## config.mk

```make
export PLATFORM = sky130hd
export DESIGN_NAME = pwm_top
export DESIGN_NICKNAME = d
export VERILOG_FILES = /design/src/pkg/pwm_pkg.sv /design/src/pwm_channel.sv /design/src/pwm_top.sv
export VERILOG_INCLUDE_DIRS = /design/src /design/src/pkg
export SDC_FILE = /design/constraint.sdc
export NUM_CORES = 1
export LEC_CHECK = 0
export ABC_CLOCK_PERIOD_IN_PS = 4750
export BUFFER_PORTS_ARGS = -buffer_cell sky130_fd_sc_hd__buf_2
export CAP_MARGIN = 20
export CORE_MARGIN = 3
export CORE_UTILIZATION = 45
export CTS_CLUSTER_DIAMETER = 50
export DETAILED_ROUTE_END_ITERATION = 8
export PLACE_DENSITY = 0.6
export SETUP_SLACK_MARGIN = 0.2
export SLEW_MARGIN = 10
export SYNTH_ARGS = -nofsm -noshare
export SYNTH_HDL_FRONTEND = slang
export SYNTH_SLANG_ARGS = --single-unit
```

## constraint.sdc

```tcl
create_clock -name clk -period 4.75 [get_ports clk]
set_input_delay 0.2375 -clock clk [delete_from_list [all_inputs] [get_ports clk]]
set_output_delay 0.2375 -clock clk [all_outputs]
set_load 0.01 [all_outputs]
```

## src/pkg/pwm_params.svh

```systemverilog
// Register offsets, field positions, reset values and timing constants of the PWM block
`ifndef PWM_PARAMS_SVH
`define PWM_PARAMS_SVH

`define OFS_CH0_DUTY_LOW   12'h000
`define OFS_CH0_DUTY_HIGH  12'h004
`define OFS_CH1_DUTY_LOW   12'h008
`define OFS_CH1_DUTY_HIGH  12'h00C
`define OFS_CH2_DUTY_LOW   12'h010
`define OFS_CH2_DUTY_HIGH  12'h014
`define OFS_BASE_PERIOD_0  12'h018
`define OFS_BASE_PERIOD_1  12'h01C
`define OFS_BASE_PERIOD_2  12'h020
`define OFS_CLK_SELECT     12'h024
`define OFS_PORTA_DIR      12'h028
`define OFS_PORTB_DIR      12'h02C
`define OFS_PORTA_DATA     12'h030
`define OFS_PORTB_DATA     12'h034
`define OFS_PIN_STATUS     12'h038

`define LOW_ENABLE_BIT     0
`define LOW_FRAC_LSB       1
`define WAVE_OUT_0_BIT     4
`define WAVE_OUT_1_BIT     5
`define WAVE_OUT_2_BIT     0

`define RESET_BYTE         8'h00
`define RESET_DIR          8'hFF
`define QUARTER_DIV        2'h3
`define SUBCYCLE_LAST      4'hF
`define SLOT_LAST          8'hFF

`endif

```

## src/pkg/pwm_pkg.sv

```systemverilog
// Types shared by the PWM block
package pwm_pkg;
  typedef struct packed {
    logic [7:0] coarse;
    logic [3:0] frac;
  } duty_t;

  typedef struct packed {
    logic [7:0] period;
    logic       quarter;
    duty_t      duty;
  } chan_cfg_t;

  typedef enum logic [1:0] {
    RD_IDLE = 2'b00,
    RD_RESP = 2'b01
  } rd_state_t;

  typedef enum logic [1:0] {
    WR_IDLE = 2'b00,
    WR_RESP = 2'b01
  } wr_state_t;
endpackage

```

## src/pwm_channel.sv

```systemverilog
// One 8+4 PWM channel: prescaler, 4096-step cycle and waveform
`timescale 1ns/10ps
`include "pwm_params.svh"
module pwm_channel (
  input  wire logic              clk,
  input  wire logic              reset,
  input  wire logic              quarter_tick,
  input  wire pwm_pkg::chan_cfg_t cfg,
  output logic                   wave
);
  logic [7:0]         presc_r;
  logic [7:0]         slot_r;
  logic [3:0]         sub_r;
  pwm_pkg::duty_t     act_r;
  logic               src_tick;
  logic               step;
  logic [8:0]         high_len;

  // Prescaler input is system clock or system clock / 4
  assign src_tick = cfg.quarter ? quarter_tick : 1'b1;
  assign step     = src_tick && (presc_r == cfg.period);

  // Prescaler: one PWM clock lasts period+1 source clocks
  always_ff @(posedge clk) begin
    if (reset) begin
      presc_r <= `RESET_BYTE;
    end else if (src_tick) begin
      presc_r <= (presc_r == cfg.period) ? `RESET_BYTE : presc_r + 8'h01;
    end
  end

  // Slot and sub-cycle counters: 16 sub-cycles of 256 PWM clocks
  always_ff @(posedge clk) begin
    if (reset) begin
      slot_r <= `RESET_BYTE;
      sub_r  <= 4'h0;
    end else if (step) begin
      slot_r <= slot_r + 8'h01;
      if (slot_r == `SLOT_LAST) begin
        sub_r <= sub_r + 4'h1;
      end
    end
  end

  // Duty captured only at full-cycle start, so no cycle mixes values
  always_ff @(posedge clk) begin
    if (reset) begin
      act_r <= '0;
    end else if (step && slot_r == `SLOT_LAST && sub_r == `SUBCYCLE_LAST) begin
      act_r <= cfg.duty;
    end
  end

  // Coarse plus one extra clock in sub-cycles below the fraction
  assign high_len = {1'b0, act_r.coarse} + {8'h00, (sub_r < act_r.frac)};

  always_ff @(posedge clk) begin
    if (reset) begin
      wave <= 1'b0;
    end else begin
      wave <= ({1'b0, slot_r} < high_len);
    end
  end
endmodule

```

## src/pwm_top.sv

```systemverilog
// Three-channel 8+4 PWM with port pin muxing and AXI4-Lite registers
`timescale 1ns/10ps
`include "pwm_params.svh"
module pwm_top (
  input  wire logic        clk,
  input  wire logic        reset,
  input  wire logic [11:0] s_axi_awaddr,
  input  wire logic        s_axi_awvalid,
  output logic             s_axi_awready,
  input  wire logic [31:0] s_axi_wdata,
  input  wire logic [3:0]  s_axi_wstrb,
  input  wire logic        s_axi_wvalid,
  output logic             s_axi_wready,
  output logic [1:0]       s_axi_bresp,
  output logic             s_axi_bvalid,
  input  wire logic        s_axi_bready,
  input  wire logic [11:0] s_axi_araddr,
  input  wire logic        s_axi_arvalid,
  output logic             s_axi_arready,
  output logic [31:0]      s_axi_rdata,
  output logic [1:0]       s_axi_rresp,
  output logic             s_axi_rvalid,
  input  wire logic        s_axi_rready,
  input  wire logic        porta_bit4_in,
  input  wire logic        porta_bit5_in,
  input  wire logic        portb_bit0_in,
  output logic             porta_bit4_out,
  output logic             porta_bit4_oe,
  output logic             porta_bit5_out,
  output logic             porta_bit5_oe,
  output logic             portb_bit0_out,
  output logic             portb_bit0_oe
);
  logic [7:0]          duty_low_r [3];
  logic [7:0]          duty_high_r [3];
  logic [7:0]          base_period_r [3];
  logic [2:0]          clk_sel_r;
  logic [7:0]          porta_direction_r;
  logic [7:0]          portb_direction_r;
  logic [7:0]          porta_output_data_r;
  logic [7:0]          portb_output_data_r;
  logic [1:0]          quarter_r;
  logic                quarter_tick;
  logic [2:0]          wave;
  logic [2:0]          pin_dir_in;
  logic [2:0]          pin_data;
  logic [2:0]          pin_out_nxt;
  logic [2:0]          pin_oe_nxt;
  logic [2:0]          in_meta_r;
  logic [2:0]          in_sync_r;
  logic [11:0]         aw_r;
  logic [31:0]         w_r;
  logic [3:0]          ws_r;
  logic                aw_have_r;
  logic                w_have_r;
  logic                do_write;
  logic [31:0]         rd_val;
  pwm_pkg::wr_state_t  wr_state_r;
  pwm_pkg::rd_state_t  rd_state_r;

  // Register decode shared by read and write paths
  function automatic logic known_addr(input logic [11:0] a);
    case (a)
      `OFS_CH0_DUTY_LOW, `OFS_CH0_DUTY_HIGH, `OFS_CH1_DUTY_LOW, `OFS_CH1_DUTY_HIGH,
      `OFS_CH2_DUTY_LOW, `OFS_CH2_DUTY_HIGH, `OFS_BASE_PERIOD_0, `OFS_BASE_PERIOD_1,
      `OFS_BASE_PERIOD_2, `OFS_CLK_SELECT, `OFS_PORTA_DIR, `OFS_PORTB_DIR,
      `OFS_PORTA_DATA, `OFS_PORTB_DATA, `OFS_PIN_STATUS: known_addr = 1'b1;
      default: known_addr = 1'b0;
    endcase
  endfunction

  // Divide-by-four tick for the slow prescaler source
  always_ff @(posedge clk) begin
    if (reset) begin
      quarter_r <= 2'h0;
    end else begin
      quarter_r <= quarter_r + 2'h1;
    end
  end
  // One divider feeds all channels, so their slow sources stay in step
  assign quarter_tick = (quarter_r == `QUARTER_DIV);

  // Per-channel waveform generators
  genvar g;
  generate
    for (g = 0; g < 3; g++) begin : gen_ch
      pwm_pkg::chan_cfg_t cfg;
      assign cfg.period       = base_period_r[g];
      assign cfg.quarter      = clk_sel_r[g];
      assign cfg.duty.coarse  = duty_high_r[g];
      assign cfg.duty.frac    = duty_low_r[g][4:`LOW_FRAC_LSB];
      pwm_channel u_ch (
        .clk          (clk),
        .reset        (reset),
        .quarter_tick (quarter_tick),
        .cfg          (cfg),
        .wave         (wave[g])
      );
    end
  endgenerate

  // Channel-to-pin assignment
  assign pin_dir_in = {portb_direction_r[`WAVE_OUT_2_BIT], porta_direction_r[`WAVE_OUT_1_BIT],
                       porta_direction_r[`WAVE_OUT_0_BIT]};
  // Data bits double as the on/off gate of each routed waveform
  assign pin_data   = {portb_output_data_r[`WAVE_OUT_2_BIT],
                       porta_output_data_r[`WAVE_OUT_1_BIT],
                       porta_output_data_r[`WAVE_OUT_0_BIT]};

  // Pin mux: enable picks wave gated by data, else plain port data
  always_comb begin
    for (int i = 0; i < 3; i++) begin
      pin_oe_nxt[i] = ~pin_dir_in[i];
      if (duty_low_r[i][`LOW_ENABLE_BIT]) begin
        pin_out_nxt[i] = pin_data[i] & wave[i];
      end else begin
        pin_out_nxt[i] = pin_data[i];
      end
    end
  end

  // Registered pin drive, one cycle behind the waveform
  always_ff @(posedge clk) begin
    if (reset) begin
      {portb_bit0_out, porta_bit5_out, porta_bit4_out} <= 3'h0;
      {portb_bit0_oe, porta_bit5_oe, porta_bit4_oe}    <= 3'h0;
    end else begin
      {portb_bit0_out, porta_bit5_out, porta_bit4_out} <= pin_out_nxt;
      {portb_bit0_oe, porta_bit5_oe, porta_bit4_oe}    <= pin_oe_nxt;
    end
  end

  // Two-flop synchroniser on the pin inputs; pins read back as inputs
  always_ff @(posedge clk) begin
    if (reset) begin
      in_meta_r <= 3'h0;
      in_sync_r <= 3'h0;
    end else begin
      in_meta_r <= {portb_bit0_in, porta_bit5_in, porta_bit4_in};
      in_sync_r <= in_meta_r;
    end
  end

  // Write channel: address and data accepted in either order
  // The write waits for both halves, so the master may send them in any order
  assign do_write = aw_have_r && w_have_r && (wr_state_r == pwm_pkg::WR_IDLE);
  always_ff @(posedge clk) begin
    if (reset) begin
      aw_have_r     <= 1'b0;
      w_have_r      <= 1'b0;
      aw_r          <= 12'h000;
      w_r           <= 32'h0000_0000;
      ws_r          <= 4'h0;
      s_axi_awready <= 1'b0;
      s_axi_wready  <= 1'b0;
    end else begin
      s_axi_awready <= !aw_have_r && !s_axi_awready && (wr_state_r == pwm_pkg::WR_IDLE);
      s_axi_wready  <= !w_have_r && !s_axi_wready && (wr_state_r == pwm_pkg::WR_IDLE);
      if (s_axi_awvalid && s_axi_awready) begin
        aw_have_r <= 1'b1;
        aw_r      <= s_axi_awaddr;
      end
      if (s_axi_wvalid && s_axi_wready) begin
        w_have_r <= 1'b1;
        w_r      <= s_axi_wdata;
        ws_r     <= s_axi_wstrb;
      end
      if (do_write) begin
        aw_have_r <= 1'b0;
        w_have_r  <= 1'b0;
      end
    end
  end

  // Write response: OKAY for mapped, SLVERR for unmapped
  always_ff @(posedge clk) begin
    if (reset) begin
      wr_state_r   <= pwm_pkg::WR_IDLE;
      s_axi_bvalid <= 1'b0;
      s_axi_bresp  <= 2'h0;
    end else begin
      case (wr_state_r)
        pwm_pkg::WR_IDLE: begin
          if (do_write) begin
            s_axi_bvalid <= 1'b1;
            s_axi_bresp  <= known_addr(aw_r) ? 2'h0 : 2'h2;
            wr_state_r   <= pwm_pkg::WR_RESP;
          end
        end
        pwm_pkg::WR_RESP: begin
          if (s_axi_bready) begin
            s_axi_bvalid <= 1'b0;
            wr_state_r   <= pwm_pkg::WR_IDLE;
          end
        end
        default: wr_state_r <= pwm_pkg::WR_IDLE;
      endcase
    end
  end

  // Register file writes; only byte lane 0 carries data
  always_ff @(posedge clk) begin
    if (reset) begin
      for (int i = 0; i < 3; i++) begin
        duty_low_r[i]    <= `RESET_BYTE;
        duty_high_r[i]   <= `RESET_BYTE;
        base_period_r[i] <= `RESET_BYTE;
      end
      clk_sel_r           <= 3'h0;
      porta_direction_r   <= `RESET_DIR;
      portb_direction_r   <= `RESET_DIR;
      porta_output_data_r <= `RESET_BYTE;
      portb_output_data_r <= `RESET_BYTE;
    end else if (do_write && ws_r[0]) begin
      case (aw_r)
        `OFS_CH0_DUTY_LOW:  duty_low_r[0]       <= w_r[7:0];
        `OFS_CH0_DUTY_HIGH: duty_high_r[0]      <= w_r[7:0];
        `OFS_CH1_DUTY_LOW:  duty_low_r[1]       <= w_r[7:0];
        `OFS_CH1_DUTY_HIGH: duty_high_r[1]      <= w_r[7:0];
        `OFS_CH2_DUTY_LOW:  duty_low_r[2]       <= w_r[7:0];
        `OFS_CH2_DUTY_HIGH: duty_high_r[2]      <= w_r[7:0];
        `OFS_BASE_PERIOD_0: base_period_r[0]    <= w_r[7:0];
        `OFS_BASE_PERIOD_1: base_period_r[1]    <= w_r[7:0];
        `OFS_BASE_PERIOD_2: base_period_r[2]    <= w_r[7:0];
        `OFS_CLK_SELECT:    clk_sel_r           <= w_r[2:0];
        `OFS_PORTA_DIR:     porta_direction_r   <= w_r[7:0];
        `OFS_PORTB_DIR:     portb_direction_r   <= w_r[7:0];
        `OFS_PORTA_DATA:    porta_output_data_r <= w_r[7:0];
        `OFS_PORTB_DATA:    portb_output_data_r <= w_r[7:0];
        // Status word is read-only, so writes to it land here and are dropped
        default: ;
      endcase
    end
  end

  // Read mux; pin status shows synchronised pins and live waves
  always_comb begin
    case (s_axi_araddr)
      `OFS_CH0_DUTY_LOW:  rd_val = {24'h0000_00, duty_low_r[0]};
      `OFS_CH0_DUTY_HIGH: rd_val = {24'h0000_00, duty_high_r[0]};
      `OFS_CH1_DUTY_LOW:  rd_val = {24'h0000_00, duty_low_r[1]};
      `OFS_CH1_DUTY_HIGH: rd_val = {24'h0000_00, duty_high_r[1]};
      `OFS_CH2_DUTY_LOW:  rd_val = {24'h0000_00, duty_low_r[2]};
      `OFS_CH2_DUTY_HIGH: rd_val = {24'h0000_00, duty_high_r[2]};
      `OFS_BASE_PERIOD_0: rd_val = {24'h0000_00, base_period_r[0]};
      `OFS_BASE_PERIOD_1: rd_val = {24'h0000_00, base_period_r[1]};
      `OFS_BASE_PERIOD_2: rd_val = {24'h0000_00, base_period_r[2]};
      `OFS_CLK_SELECT:    rd_val = {29'h0000_0000, clk_sel_r};
      `OFS_PORTA_DIR:     rd_val = {24'h0000_00, porta_direction_r};
      `OFS_PORTB_DIR:     rd_val = {24'h0000_00, portb_direction_r};
      `OFS_PORTA_DATA:    rd_val = {24'h0000_00, porta_output_data_r};
      `OFS_PORTB_DATA:    rd_val = {24'h0000_00, portb_output_data_r};
      `OFS_PIN_STATUS:    rd_val = {26'h0000_000, wave, in_sync_r};
      default:            rd_val = 32'h0000_0000;
    endcase
  end

  // Read channel: one read at a time, answer one cycle after address
  always_ff @(posedge clk) begin
    if (reset) begin
      rd_state_r    <= pwm_pkg::RD_IDLE;
      s_axi_arready <= 1'b0;
      s_axi_rvalid  <= 1'b0;
      s_axi_rdata   <= 32'h0000_0000;
      s_axi_rresp   <= 2'h0;
    end else begin
      case (rd_state_r)
        pwm_pkg::RD_IDLE: begin
          // Ready pulses every other cycle while idle; a held request is taken anyway
          s_axi_arready <= !s_axi_arready;
          if (s_axi_arvalid && s_axi_arready) begin
            s_axi_arready <= 1'b0;
            s_axi_rvalid  <= 1'b1;
            s_axi_rdata   <= rd_val;
            s_axi_rresp   <= known_addr(s_axi_araddr) ? 2'h0 : 2'h2;
            rd_state_r    <= pwm_pkg::RD_RESP;
          end
        end
        pwm_pkg::RD_RESP: begin
          if (s_axi_rready) begin
            s_axi_rvalid <= 1'b0;
            rd_state_r   <= pwm_pkg::RD_IDLE;
          end
        end
        default: rd_state_r <= pwm_pkg::RD_IDLE;
      endcase
    end
  end
endmodule

```

==> reports/qor.yml <==
status: "completed"
hold_ws_ns: 0.01745
worstPathArrival_ns: 3.34
row_count: 60
die_w_um: 172.0
end_kind: "flip-flop"
grt-ovfl-total: 0
worstMarginPinSlew_ns: 1.126
ir_worst_vdd_uv: 305.5
io_buffer_count: 63
cts_tree: "done"
fp.dieH_um: 172.0
yosysSeqAreaShare: 0.4765
h-tree-depth: 2
synth_edf_count: 72
post-route-min-period_ns: 2.916
final_core_utilization: 0.5257
dp_hpwl_um: 22070
setup_violations: 0
maxSlewViolCount: 0
clock_latency_ns: 0.51
ys.flop_type: "dfxtp_1"
place_inst: 1607
drv_cap: 0
async_flop_share: 0
final_area_um2: 14210
via_per_inst: 5.672
clock_path_buffers: 3
rrSetupSlack_ns: 1.83
start_util: 0.4586
pin_count: 117
drcViolationCount: 0
grt.total_usage: 0.2142
num-fill-cells: 2480
syn_inst: 1266
setup_slack_ns: 1.834
max_freq_ghz: 0.3429
required_ns: 5.17
nets: 1444
p_per_area_nw_per_um2: 368.1
skew_ns: 0.02001
slew_headroom: 0.2476
cp_max_fo: 14
placed_area_um2: 12810
synth.distinct_cells: 66
antenna_left: 0
pre_cts_ws_ns: 1.884
endpoint: "gen_ch[0].u_ch.wave$_SDFF_PP0_"
worst_r2r_path_depth: 12
post-route-period-util: 0.6140
regToRegEndpoint: "gen_ch[0].u_ch.wave$_SDFF_PP0_"
fin_setup_tns_ns: 0
hold_class: "in -> reg"
mappedNetlistArea_um2: 12390
dieArea_um2: 29570
crit_type: "reg -> reg"
syn_to_final_growth_pct: 14.64
cts_buffers: 35
finalHoldViolCount: 0
coreArea_um2: 27030
wirelength_um: 31940
drt_iter0_markers: 715
clkSinkCount: 259
antenna_found_initial: 0
yosysWarningCount: 0
rsz0062_at_grt: "no"
cts_root_buffer: "clkbuf_16"
grt_first_pass_wirelength_um: 50160
startpoint_type: "flip-flop"
avgSynthCellArea_um2: 9.789
grt_pass1_vias: 9177
total_power_mw: 5.229
final_cells: 1696
antenna_cells: 0
firstDrtPassIters: 5
grt_max_degree: 99
ys_ff_latch: 259
startpoint: "gen_ch[0].u_ch.sub_r[2]$_SDFFE_PP0P_"
reg2reg_from: "gen_ch[0].u_ch.sub_r[2]$_SDFFE_PP0P_"
place.gp.congestion: 0.9241
p_leak_nw: 5.230
detail_route.wl_per_cell_um: 18.83
clk_pin_slew_ns: 0.06
drive_above_1_share: 0.1122
num_vias: 9620
flip-flops by register name, summed over array words and instances (netlist names), 8 cells and up, named ones only:
register,flops
base_period_r,24
gen_ch.u_ch.act_r,36
s_axi_rdata,8
duty_high_r,24
portb_output_data_r,8
duty_low_r,24
gen_ch.u_ch.slot_r,24
gen_ch.u_ch.presc_r,24
portb_direction_r,8
gen_ch.u_ch.sub_r,12
aw_r,12
w_r,8
porta_output_data_r,8
porta_direction_r,8
critical path, cell delays in order (launching register included):
cell and delay [ns]:
dfxtp_1 0.59, ha_1 0.32, a21o_1 0.15, a21oi_1 0.17, ha_1 0.21, ha_1 0.21
nand2_1 0.07, nor2_1 0.17, xnor2_1 0.17, ha_1 0.28, a211oi_1 0.21, o21ai_0 0.14
a21oi_1 0.14
cells by family after synthesis:
logic type,synth area share
AO/OA/AOI/OAI,0.1319
XOR/XNOR,0.05018
adder cells (fa/ha/maj),0.04644
buffers and inverters,0.04664
flip-flops,0.4765
multiplexers,0.05724
other,0.0003026
AND/OR/NAND/NOR,0.1908
metal layers:
metal  part of all wire  track usage
met5                  0            0
met4              0.028      0.06803
met3              0.054      0.03109
met2               0.46       0.3495
met1               0.45       0.2956
worst min path at each step:
stage / cells past startpoint / startpoint / slack [ns] / endpoint
after floorplan: 1 / porta_bit4_in / 0.37 / in_meta_r[0]$_SDFF_PP0_
after global placement: 1 / quarter_r[0]$_SDFF_PP0_ / 0.41 / quarter_r[0]$_SDFF_PP0_
after detailed placement: 1 / quarter_r[0]$_SDFF_PP0_ / 0.42 / quarter_r[0]$_SDFF_PP0_
after CTS: 3 / s_axi_awaddr[0] / 0.0008 / aw_r[0]$_SDFFE_PP0P_
after global routing: 3 / s_axi_awaddr[0] / 0.01 / aw_r[0]$_SDFFE_PP0P_
final: 3 / s_axi_awaddr[0] / 0.02 / aw_r[0]$_SDFFE_PP0P_
Yosys cell counts, drive strengths merged, types with 2 or more instances:
library cell	instances	area (µm²)
and3	5	31.28
mux2	9	101.4
and4	7	61.31
o21a	2	15.01
o2111ai	4	35.03
a31oi	6	37.54
nor3	30	155.1
mux4	7	157.7
nor4b	4	35.03
and3b	2	17.52
dfxtp	187	3744
clkbuf	51	191.4
or4	10	75.07
or3	13	81.33
nand3	37	185.2
o31ai	36	270.3
a31o	2	17.52
buf	43	277.8
nand2	119	446.7
nor3b	4	30.03
nand3b	3	22.52
o22ai	9	56.30
inv	29	108.9
a21o	15	112.6
o21ai	22	110.1
o21bai	5	37.54
edfxtp	72	2162
mux2i	45	450.4
nor4	10	113.9
ha	46	575.6
xor2	40	350.3
nor2b	32	200.2
a22oi	10	75.07
a221oi	6	52.55
a21oi	92	460.4
xnor2	31	271.5
and2	29	181.4
nand2b	11	68.82
a211oi	9	67.56
nor2	88	332.8
a41o	3	30.03
a32oi	2	17.52
nand4	48	300.3
a211o	16	140.1
layout by cell type, fill, tap and decap left out, types with 7 or more instances in the layout:
master	netlist	final
ha_1	46	46
conb_1	1	26
and2_1	28	28
o22ai_1	9	9
o21ai_0	22	22
a22oi_1	10	10
nand2b_1	11	11
o31ai_1	36	36
a211o_1	16	16
edfxtp_1	72	72
nor2_1	87	87
nand2_1	119	119
a21o_1	15	15
or4_1	10	10
mux2i_1	45	45
clkbuf_16	0	36
or3_1	13	13
mux2_2	9	9
dlygate4sd3_1	0	24
a21oi_1	92	92
nand4_1	48	48
nor3_1	29	29
mux4_2	7	7
a211oi_1	9	9
nand3_1	37	37
nor2b_1	32	32
clkbuf_1	51	7
dfxtp_1	187	187
buf_2	15	62
xor2_1	40	40
xnor2_1	31	31
and4_1	7	7
inv_1	29	29
report_power, final:
part           switching (mW)  internal (mW)  leakage (nW)
Sequential             0.0588           2.32          2.26
Combinational           0.173          0.101          2.42
Clock                    1.02           1.56         0.551
cell type report:
class / instances / area (µm²) / area share
Inverter: 29 / 108.9 / 0.007662
Sequential cell: 259 / 5906 / 0.4157
Tap cell: 341 / 426.7 / 0.03003
Timing Repair Buffer: 94 / 611.8 / 0.04306
Multi-Input combinational cell: 909 / 6003 / 0.4225
Clock buffer: 45 / 954.7 / 0.06719
Clock inverter: 19 / 196.4 / 0.01383
what timing repair did:
item	in CTS	in global routing
hold buffers	24	0
resized for setup	0	0
endpoints found under the setup margin	0	0
buffers inserted	0	0
endpoints found under the hold margin	24	0
(Power assumes the default switching activity.)
